**config.mk**
```make
export PLATFORM = sky130hd
export DESIGN_NAME = reerr_regs
export DESIGN_NICKNAME = d
export VERILOG_FILES = /design/src/design/reerr_pkg.sv /design/src/design/reerr_sync.sv /design/src/design/reerr_regs.sv
export SDC_FILE = /design/constraint.sdc
export NUM_CORES = 1
export LEC_CHECK = 0
export ABC_AREA = 1
export BUFFER_PORTS_ARGS = -buffer_cell sky130_fd_sc_hd__buf_4
export CAP_MARGIN = 25
export CELL_PAD_IN_SITES_DETAIL_PLACEMENT = 0
export CELL_PAD_IN_SITES_GLOBAL_PLACEMENT = 1
export CORE_UTILIZATION = 39
export CTS_CLUSTER_SIZE = 25
export DETAILED_ROUTE_END_ITERATION = 12
export PLACE_DENSITY_LB_ADDON = 0.25
export SLEW_MARGIN = 20
export SYNTH_ARGS = -nofsm -noshare
export SYNTH_HDL_FRONTEND = slang
export SYNTH_SLANG_ARGS = --single-unit
```
**constraint.sdc**
```tcl
create_clock -name ref_clk -period 1.5 [get_ports ref_clk]
set_clock_uncertainty 0.1 [all_clocks]
set_input_delay 0.3 -clock ref_clk [delete_from_list [all_inputs] [get_ports ref_clk]]
set_output_delay 0.3 -clock ref_clk [all_outputs]
set_load 0.01 [all_outputs]
```
**src/design/reerr_pkg.sv**
```systemverilog
// Constants for the retimer equalization and edge-rate register bank.
// Assumes a 20 MHz ref_clk, and that pad detectors report strap levels
// as two-bit tri-level codes.
//
// Function
// - Offset 0x08 is a read-only revision byte; writes leave it unchanged
// - Offset 0x09 bits 3:2 select input clock lane equalization
// - 0x09 bits 1:0 select data lane EQ: 0, 2.5, reserved, 5 dB
// - Reset pin rise loads both EQ fields from the tri-level strap
// - Host writes later replace strap-loaded values and steer the outputs
// - Offset 0x0A bits 7:6 set input lane 0 low-power slew
// - 0x0A bits 5:4 set output low-power slew, loaded from config straps
// - 0x0A bits 1:0 set clock lane HS slew, loaded from slew strap
// - Serial port works only while the reset pin is high
// - Reads start at zero or where the last transfer left the pointer, step per acked byte
package reerr_pkg;

  // ------------------------------------------------------------------
  // Register map
  // ------------------------------------------------------------------
  localparam logic [7:0] REG_REVISION = 8'h08;
  localparam logic [7:0] REG_RX_EQ    = 8'h09;
  localparam logic [7:0] REG_TX_SLEW  = 8'h0A;
  localparam logic [7:0] PTR_RESET    = 8'h00;
  localparam logic [6:0] TARGET_ADDR  = 7'h6C;

  localparam logic [1:0] SLEW_RESET   = 2'h0;
  localparam logic [1:0] EQ_RESET     = 2'h0;

  // ------------------------------------------------------------------
  // Tri-level strap codes and mappings
  // ------------------------------------------------------------------
  localparam logic [1:0] TRI_LOW  = 2'h0;
  localparam logic [1:0] TRI_MID  = 2'h1;
  localparam logic [1:0] TRI_HIGH = 2'h2;

  localparam logic [1:0] EQ_0DB   = 2'h0;
  localparam logic [1:0] EQ_2P5DB = 2'h1;
  localparam logic [1:0] EQ_5DB   = 2'h3;

  localparam logic [1:0] HS_200PS = 2'h0;
  localparam logic [1:0] HS_150PS = 2'h1;
  localparam logic [1:0] HS_250PS = 2'h2;

  localparam logic [3:0] BITS_PER_BYTE = 4'h8;
  localparam logic [3:0] LAST_TX_BIT   = 4'h7;

  function automatic logic [1:0] reerr_eq_map(input logic [1:0] lvl);
    case (lvl)
      TRI_MID:  reerr_eq_map = EQ_2P5DB;
      TRI_HIGH: reerr_eq_map = EQ_5DB;
      default:  reerr_eq_map = EQ_0DB;
    endcase
  endfunction : reerr_eq_map

  function automatic logic [1:0] reerr_hs_map(input logic [1:0] lvl);
    case (lvl)
      TRI_MID:  reerr_hs_map = HS_150PS;
      TRI_HIGH: reerr_hs_map = HS_250PS;
      default:  reerr_hs_map = HS_200PS;
    endcase
  endfunction : reerr_hs_map

endpackage : reerr_pkg

```
**src/design/reerr_sync.sv**
```systemverilog
// Two-flop synchroniser bank for pins entering the ref_clk domain.
// Assumes each bit is an independent level; multi-bit codes must be
// stable across the sampling point.
module reerr_sync #(
  parameter int WIDTH = 1
) (
  input  wire logic             ref_clk,
  input  wire logic             rst,
  input  wire logic [WIDTH-1:0] async_in,
  output logic      [WIDTH-1:0] sync_out
);

  logic [WIDTH-1:0] meta;

  for (genvar i = 0; i < WIDTH; i++) begin : g_bit
    always_ff @(posedge ref_clk) begin
      if (rst) begin
        meta[i]     <= 1'b0;
        sync_out[i] <= 1'b0;
      end else begin
        meta[i]     <= async_in[i];
        sync_out[i] <= meta[i];
      end
    end
  end

endmodule : reerr_sync

```
**src/design/reerr_regs.sv**
```systemverilog
// Equalization and edge-rate registers with a two-wire serial target.
// Assumes the open-drain data pin is resolved outside; SCL up to 100 kHz
// is oversampled by the 20 MHz ref_clk.
module reerr_regs
  import reerr_pkg::*;
#(
  parameter logic [7:0] REVISION = 8'h5A  // Arbitrary value
) (
  input  wire logic       ref_clk,
  input  wire logic       rst,
  input  wire logic       active_low_reset_pin,
  input  wire logic       eq_strap_serial_clock_pin,
  input  wire logic [1:0] eq_strap_level,
  input  wire logic [1:0] slew_strap_level,
  input  wire logic [1:0] cfg_lp_slew_code,
  input  wire logic       sda_in,
  output logic            sda_out,
  output logic            sda_oe_n,
  output logic [7:0]      revision_field,
  output logic [1:0]      clock_lane_eq_level,
  output logic [1:0]      data_lane_eq_level,
  output logic [1:0]      input_side_lp_tx_slew,
  output logic [1:0]      output_side_lp_tx_slew,
  output logic [1:0]      clock_lane_hs_tx_slew
);

  // ------------------------------------------------------------------
  // Pin synchronisation
  // ------------------------------------------------------------------
  logic [8:0] pins_s;
  logic       active_low_reset_pin_s;
  logic       scl_s;
  logic       sda_s;
  logic [1:0] eq_lvl_s;
  logic [1:0] hs_lvl_s;
  logic [1:0] cfg_s;
  logic       active_low_reset_pin_d;
  logic       scl_d;
  logic       sda_d;

  reerr_sync #(.WIDTH(9)) u_sync (
    .ref_clk  (ref_clk),
    .rst      (rst),
    .async_in ({active_low_reset_pin, ~eq_strap_serial_clock_pin, ~sda_in,
                eq_strap_level, slew_strap_level, cfg_lp_slew_code}),
    .sync_out (pins_s)
  );

  // SCL and SDA cross inverted so the cleared bank reads as an idle bus
  assign {active_low_reset_pin_s, scl_s, sda_s, eq_lvl_s, hs_lvl_s, cfg_s} = pins_s ^ 9'h0C0;

  always_ff @(posedge ref_clk) begin
    if (rst) begin
      active_low_reset_pin_d <= 1'b0;
      scl_d  <= 1'b1;
      sda_d  <= 1'b1;
    end else begin
      active_low_reset_pin_d <= active_low_reset_pin_s;
      scl_d  <= scl_s;
      sda_d  <= sda_s;
    end
  end

  wire active_low_reset_pin_rise = active_low_reset_pin_s & ~active_low_reset_pin_d;
  wire scl_rise  = scl_s & ~scl_d;
  wire scl_fall  = ~scl_s & scl_d;
  wire bus_start = scl_s & scl_d & sda_d & ~sda_s;
  wire bus_stop  = scl_s & scl_d & ~sda_d & sda_s;

  // ------------------------------------------------------------------
  // Serial target state
  // ------------------------------------------------------------------
  typedef enum logic [5:0] {
    ST_IDLE  = 6'b000001,
    ST_ADDR  = 6'b000010,
    ST_ACK   = 6'b000100,
    ST_WRITE = 6'b001000,
    ST_READ  = 6'b010000,
    ST_RACK  = 6'b100000
  } reerr_state_e;

  reerr_state_e state;
  reerr_state_e next_state;
  logic [7:0]   shift;
  logic [7:0]   tx_shift;
  logic [3:0]   bit_cnt;
  logic [7:0]   ptr;
  logic         is_read;
  logic         have_sub;
  logic         ack_seen;
  logic         drive_low;
  logic [7:0]   rd_byte;

  wire in_addr   = (state == ST_ADDR);
  wire in_ack    = (state == ST_ACK);
  wire in_write  = (state == ST_WRITE);
  wire in_read   = (state == ST_READ);
  wire in_rack   = (state == ST_RACK);
  wire byte_done = scl_fall & (bit_cnt == BITS_PER_BYTE);
  wire addr_hit  = in_addr & byte_done & (shift[7:1] == TARGET_ADDR);
  wire addr_miss = in_addr & byte_done & (shift[7:1] != TARGET_ADDR);
  wire wr_byte_end = in_write & byte_done;
  wire wr_en     = wr_byte_end & have_sub;
  wire [7:0] wr_byte = shift;
  wire load_tx   = scl_fall & ((in_ack & is_read) | (in_rack & ack_seen));
  wire master_ack = in_rack & scl_rise & ~sda_s;
  wire master_nak = in_rack & scl_rise & sda_s;
  wire wr_rx_eq  = wr_en & (ptr == REG_RX_EQ);
  wire wr_slew   = wr_en & (ptr == REG_TX_SLEW);

  // Reserved bits are held as constant zero in the read image
  assign rd_byte =
    (ptr == REG_REVISION) ? REVISION :
    (ptr == REG_RX_EQ)    ? {4'h0, clock_lane_eq_level,
                             data_lane_eq_level} :
    (ptr == REG_TX_SLEW)  ? {input_side_lp_tx_slew,
                             output_side_lp_tx_slew, 2'h0,
                             clock_lane_hs_tx_slew} :
                            8'h00;

  // Port held idle while the reset pin is low
  always_comb begin
    next_state = state;
    if (!active_low_reset_pin_s) begin
      next_state = ST_IDLE;
    end else if (bus_start) begin
      next_state = ST_ADDR;
    end else if (bus_stop || addr_miss || master_nak) begin
      next_state = ST_IDLE;
    end else begin
      case (state)
        ST_ADDR:  if (addr_hit) next_state = ST_ACK;
        ST_WRITE: if (wr_byte_end) next_state = ST_ACK;
        ST_ACK:   if (scl_fall) next_state = is_read ? ST_READ : ST_WRITE;
        ST_READ:  if (scl_fall && bit_cnt == LAST_TX_BIT) next_state = ST_RACK;
        ST_RACK:  if (load_tx) next_state = ST_READ;
        ST_IDLE:  next_state = ST_IDLE;
        default:  next_state = ST_IDLE;
      endcase
    end
  end

  always_ff @(posedge ref_clk) begin
    if (rst) begin
      state <= ST_IDLE;
    end else begin
      state <= next_state;
    end
  end

  // Receive shifter and bit counter
  always_ff @(posedge ref_clk) begin
    if (rst || bus_start || (in_ack && scl_fall) || load_tx) begin
      bit_cnt <= 4'h0;
      shift   <= 8'h00;
    end else if ((in_addr || in_write) && scl_rise) begin
      bit_cnt <= bit_cnt + 4'h1;
      shift   <= {shift[6:0], sda_s};
    end else if (in_read && scl_fall) begin
      bit_cnt <= bit_cnt + 4'h1;
    end
  end

  always_ff @(posedge ref_clk) begin
    if (rst) begin
      is_read  <= 1'b0;
      have_sub <= 1'b0;
      ack_seen <= 1'b0;
    end else begin
      if (addr_hit) begin
        is_read  <= shift[0];
        have_sub <= 1'b0;
      end
      if (wr_byte_end) begin
        have_sub <= 1'b1;
      end
      if (master_ack) begin
        ack_seen <= 1'b1;
      end else if (load_tx || in_read) begin
        ack_seen <= 1'b0;
      end
    end
  end

  // Pointer survives between transfers so a later read resumes there
  always_ff @(posedge ref_clk) begin
    if (rst) begin
      ptr <= PTR_RESET;
    end else if (wr_byte_end && !have_sub) begin
      ptr <= wr_byte;
    end else if (wr_en || master_ack) begin
      ptr <= ptr + 8'h01;
    end
  end

  // Transmit side: data changes only while SCL is low
  always_ff @(posedge ref_clk) begin
    if (rst || !active_low_reset_pin_s || bus_start || bus_stop) begin
      drive_low <= 1'b0;
      tx_shift  <= 8'h00;
    end else if (addr_hit || wr_byte_end) begin
      drive_low <= 1'b1;
    end else if (load_tx) begin
      tx_shift  <= rd_byte;
      drive_low <= ~rd_byte[7];
    end else if (in_ack && scl_fall) begin
      drive_low <= 1'b0;
    end else if (in_read && scl_fall) begin
      tx_shift  <= {tx_shift[6:0], 1'b0};
      drive_low <= (bit_cnt == LAST_TX_BIT) ? 1'b0 : ~tx_shift[6];
    end
  end

  assign sda_out  = 1'b0;
  assign sda_oe_n = ~drive_low;

  // ------------------------------------------------------------------
  // Configuration fields
  // ------------------------------------------------------------------
  assign revision_field = REVISION;

  // Strap load wins over a host write landing in the same cycle
  always_ff @(posedge ref_clk) begin
    if (rst) begin
      clock_lane_eq_level    <= EQ_RESET;
      data_lane_eq_level     <= EQ_RESET;
      input_side_lp_tx_slew  <= SLEW_RESET;
      output_side_lp_tx_slew <= SLEW_RESET;
      clock_lane_hs_tx_slew  <= SLEW_RESET;
    end else if (active_low_reset_pin_rise) begin
      clock_lane_eq_level    <= reerr_eq_map(eq_lvl_s);
      data_lane_eq_level     <= reerr_eq_map(eq_lvl_s);
      output_side_lp_tx_slew <= cfg_s;
      clock_lane_hs_tx_slew  <= reerr_hs_map(hs_lvl_s);
    end else begin
      if (wr_rx_eq) begin
        clock_lane_eq_level <= wr_byte[3:2];
        data_lane_eq_level  <= wr_byte[1:0];
      end
      if (wr_slew) begin
        input_side_lp_tx_slew  <= wr_byte[7:6];
        output_side_lp_tx_slew <= wr_byte[5:4];
        clock_lane_hs_tx_slew  <= wr_byte[1:0];
      end
    end
  end
endmodule : reerr_regs

```
==> results.md <==
- The flow ran to the end, but the final reports show violations.
- The checks that failed: negative setup slack.
- The max-cap violation count is 0.
- In the synthesized netlist the async set-or-reset flop fraction comes to 0%.
- The count of nets left with antenna violations once routing finished came out at 0.
- The delay of the slowest cell on the worst path is 0.34 ns.
- The category of the worst setup path capture point is a flop.
- The average wire length per cell after detail routing is ~13 um.
- The congestion estimate from routability-driven global placement came to just over 0.8.
- In this run the number of H-tree levels came out at 3.
- The startpoint of the lowest-slack hold path is active_low_reset_pin.
- The die span in x is between 90 and 100 um.
- Setup repair after global routing could not meet its margin everywhere.
- The number of antenna diodes in the final layout is 0.
- The sum of net half-perimeters after detailed placement is between 6000 and 7000 um.
- Once routing completed, OpenROAD measured the worst setup slack at -0.160 ns.
- In the post-synthesis netlist, the biggest area contributors are dfxtp_1 40%, nand2_1 9.6%, nor2_1 6.7%.
- The number of placement rows is 33.
- Summed over all instances, the cell type with the most area after synthesis is dfxtp_1.
- The number of buffers on the longest clock path is 2.
- The total number of vias is ~3300.
- The end of the worst hold path is u_sync.meta[8]$_SDFF_PP0_.
- Clock-pin slew was measured on the worst setup and hold paths at ~0.08 ns.
- The share of layout cells above drive strength 1 is about two fifths.
- In the layout the commonest cells are 76 x buf_4, 60 x nand2_1, 56 x dfxtp_1.
- The clock net in this run drives a total of between 60 and 70 sinks.
- The die covers between 9000 and 10000 um^2.
- The total area inside the core boundary comes to between 8000 and 9000 um^2.
- The worst reg2reg path endpoint is input_side_lp_tx_slew[1]$_SDFFE_PP0P_.
- Timing would allow up to approximately 0.60 GHz.
- The slowest cell on the critical path is dfxtp_2.
- The synthesized instance count is 474.
- Summed over its instances, the top area cell type makes up between 40% and 50% of the synthesized netlist area.
- During I/O placement, the number of pins put on the boundary was 31.
- The total iterations of the first detailed-routing run is 4.
- The total count of hold-check failures in the final report is 0.
- The critical path goes through nor2_4 -> nand2_4 -> nor2_4 -> nand2_4 -> nor2_4 -> buf_4 -> nand3_4 -> o21ai_1 -> a21oi_2.
- The most frequent cell on the critical path is nor2_4.
- The post-synthesis area per instance is 7.16 um^2.
- The violation count after the first detailed-routing iteration is 147.
- Summing the sequential cell areas from Yosys gives about two fifths of the chip area.
- Global routing used between 20% and 30% of the available tracks.
- At the later pin of the worst-skew pair, clock insertion delay measures ~0.35 ns.
- The clock root buffer is clkbuf_8.
- The maximum net fanout on the critical path is 5.
- Entering global routing, the biggest net connects 21 pins.
- TritonCTS built the clock tree.
- The startpoint identified for the worst register-to-register timing path is state[1]$_SDFFE_PP0P_.
- Once the floorplan was initialized, standard cells occupied around two fifths of the core.
- The classification of the worst-slack hold path is input pin to flop.
- From bottom edge to top edge, the die measures 95.3 um.
- The worst hold-check slack is 0.0493 ns.
- The worst hold path passes through 3 cells.
- The register-to-register setup slack is -0.16 ns.
- The final total power is between 3 and 4 mW.
- The startpoint kind of the worst setup timing path is a flop.
- The number of vias per cell is a little under 5.
- The logic depth of the worst register-to-register path is 9.
- The number of synthesized flops with an enable pin is 0.
- The most common cell after layout, fill and taps aside is buf_4.
- The remaining global-route overflow is 0.
- Among all flip-flop cells after synthesis, the most frequent one is dfxtp_1.
- The max-slew violation total from the final report is 0.
- At the worst endpoint, the required time is 1.64 ns.
- The area growth from synthesis to layout is 43.1%.
- Buffers inserted during clock tree synthesis total 9.
- Counting flops and latches in the post-synthesis netlist gives 68.
- Yosys printed 0 warnings.
- The routed design could run at a clock period as short as between 1.5 and 2 ns.
- Port buffering added 21 buffers.
- For this design the static power due to leakage is 2.07 nW.
- The fill cell instance count of the final layout is between 700 and 800.
- The post-synthesis cell area is approximately 3400 um^2.
- In the final design database the tool counted 584 nets.
- The count of unresolved DRC violations after routing is 0.
- Setup violations remaining at the end of the flow were counted as 24.
- The via count of the first global-routing pass is 3108.
- For this block, the routed nets add up to approximately 9000 um of wire.
- The critical path buffer and inverter count is 1.
- The first-pass GRT wire length is 14000 um.
- The endpoint arrival time on the critical path is approximately 1.8 ns.
- The utilization after layout is between 50% and 60%.
- The cell class contributing the biggest share of worst-path delay is simple AND/OR/NAND/NOR gates.
- The power per cell area is 732 nW/um^2.
- After layout, the worst path uses 111% of the clock period.
- The number of antenna violations at the first check in global routing is 0.
- The start-to-end type of the worst setup path is flop to flop.
- Yosys mapped the design onto 34 distinct sky130hd cell types.
- The maximum resistive drop on vdd is 0.000632 V.
how the worst max path moves through the flow:
| stage | start | to | slack, ns | cells after the start |
|---|---|---|---|---|
| 2_1_floorplan | bit_cnt[0]$_SDFFE_PP0P_ | output_side_lp_tx_slew[1]$_SDFFE_PP0P_ | 0.01 | 11 |
| 3_3_place_gp | bit_cnt[1]$_SDFFE_PP0P_ | ptr[7]$_SDFFE_PP0P_ | -0.10 | 10 |
| 3_5_place_dp | bit_cnt[1]$_SDFFE_PP0P_ | ptr[7]$_SDFFE_PP0P_ | -0.19 | 10 |
| 4_1_cts | state[1]$_SDFFE_PP0P_ | ptr[3]$_SDFFE_PP0P_ | -0.08 | 9 |
| 5_1_grt | state[1]$_SDFFE_PP0P_ | input_side_lp_tx_slew[1]$_SDFFE_PP0P_ | -0.24 | 9 |
| 6_report | state[1]$_SDFFE_PP0P_ | input_side_lp_tx_slew[1]$_SDFFE_PP0P_ | -0.16 | 9 |
layout make-up:
type | count | area (um^2) | share of cell area [%]
Multi-Input combinational cell | 328 | 2110 | 43.3
Tap cell | 105 | 131 | 2.70
Sequential cell | 68 | 1380 | 28.5
Clock buffer | 10 | 138 | 2.83
Inverter | 67 | 278 | 5.72
Clock inverter | 5 | 52.6 | 1.08
Timing Repair Buffer | 92 | 769 | 15.8
metrics by stage:
step | worst slack [ns] | instance area (um^2) | setup TNS (ns) | instances
detailed placement | -0.194 | 3950 | -3.04 | 638
global placement | -0.103 | 3950 | -1.60 | 638
finish | -0.160 | 4860 | -2.00 | 675
global route | -0.244 | 4860 | -5.00 | 675
floorplan | 0.0101 | 3430 | 0 | 481
CTS | -0.0850 | 4300 | -1.99 | 664
flip-flops by register name, summed over array words and instances, names as in the netlist:
name,cells
bit_cnt,4
ptr,8
clock_lane_hs_tx_slew,2
input_side_lp_tx_slew,2
ack_seen,1
have_sub,1
drive_low,1
tx_shift,7
clock_lane_eq_level,2
active_low_reset_pin_d,1
state,6
output_side_lp_tx_slew,2
u_sync.sync_out,9
scl_d,1
sda_d,1
data_lane_eq_level,2
is_read,1
u_sync.meta,9
shift,8
worst min-delay path: cells and delay by family:
| kind | cells | cell delay, ns |
|---|---|---|
| AND/OR/NAND/NOR | 1 | 0.06 |
| buffers and inverters | 2 | 0.10 |
power by group:
part,switching (mW),internal [mW]
combinational,0.116,0.0836
sequential,0.0202,1.83
clock,0.707,0.795
cells in the mapped netlist, types with 4 or more instances:
master	number
nand2_4	5
buf_6	4
nor2_1	61
nand4_1	4
dfxtp_1	68
nor2_2	4
xor2_1	5
o21ai_0	27
nor2_4	10
nand2_2	6
buf_4	11
nand2_1	87
nand3_1	40
o21ai_1	4
a21oi_1	36
inv_2	5
ha_1	7
a31oi_1	4
nor3_1	7
inv_1	60
per-layer routing:
metal	wire length, um	global-route usage (%)
met5	0	0
met3	297	3.27
met2	4510	34.4
met1	3970	25.2
met4	240	8.71
cell families (layout without fill, tap and decap cells):
family          Yosys count  in the layout  share of synthesized area [%]
compound gates           74             74                           11.3
xor+xnor                  5              5                           1.29
fa+ha+maj                 7              7                           2.58
buf+inv                  87            174                           11.9
flops                    68             68                           40.1
other cells               2              9                          0.221
simple gates            231            233                           32.5
what timing repair did:
action,4_1_cts,5_1_grt
pin swaps,6,39
hold buffers,2,0
cloned,1,1
resized for setup,24,127
setup endpoints to repair,44,47
setup buffers,8,10
endpoints found under the hold margin,2,0
(Power assumes the default switching activity.)
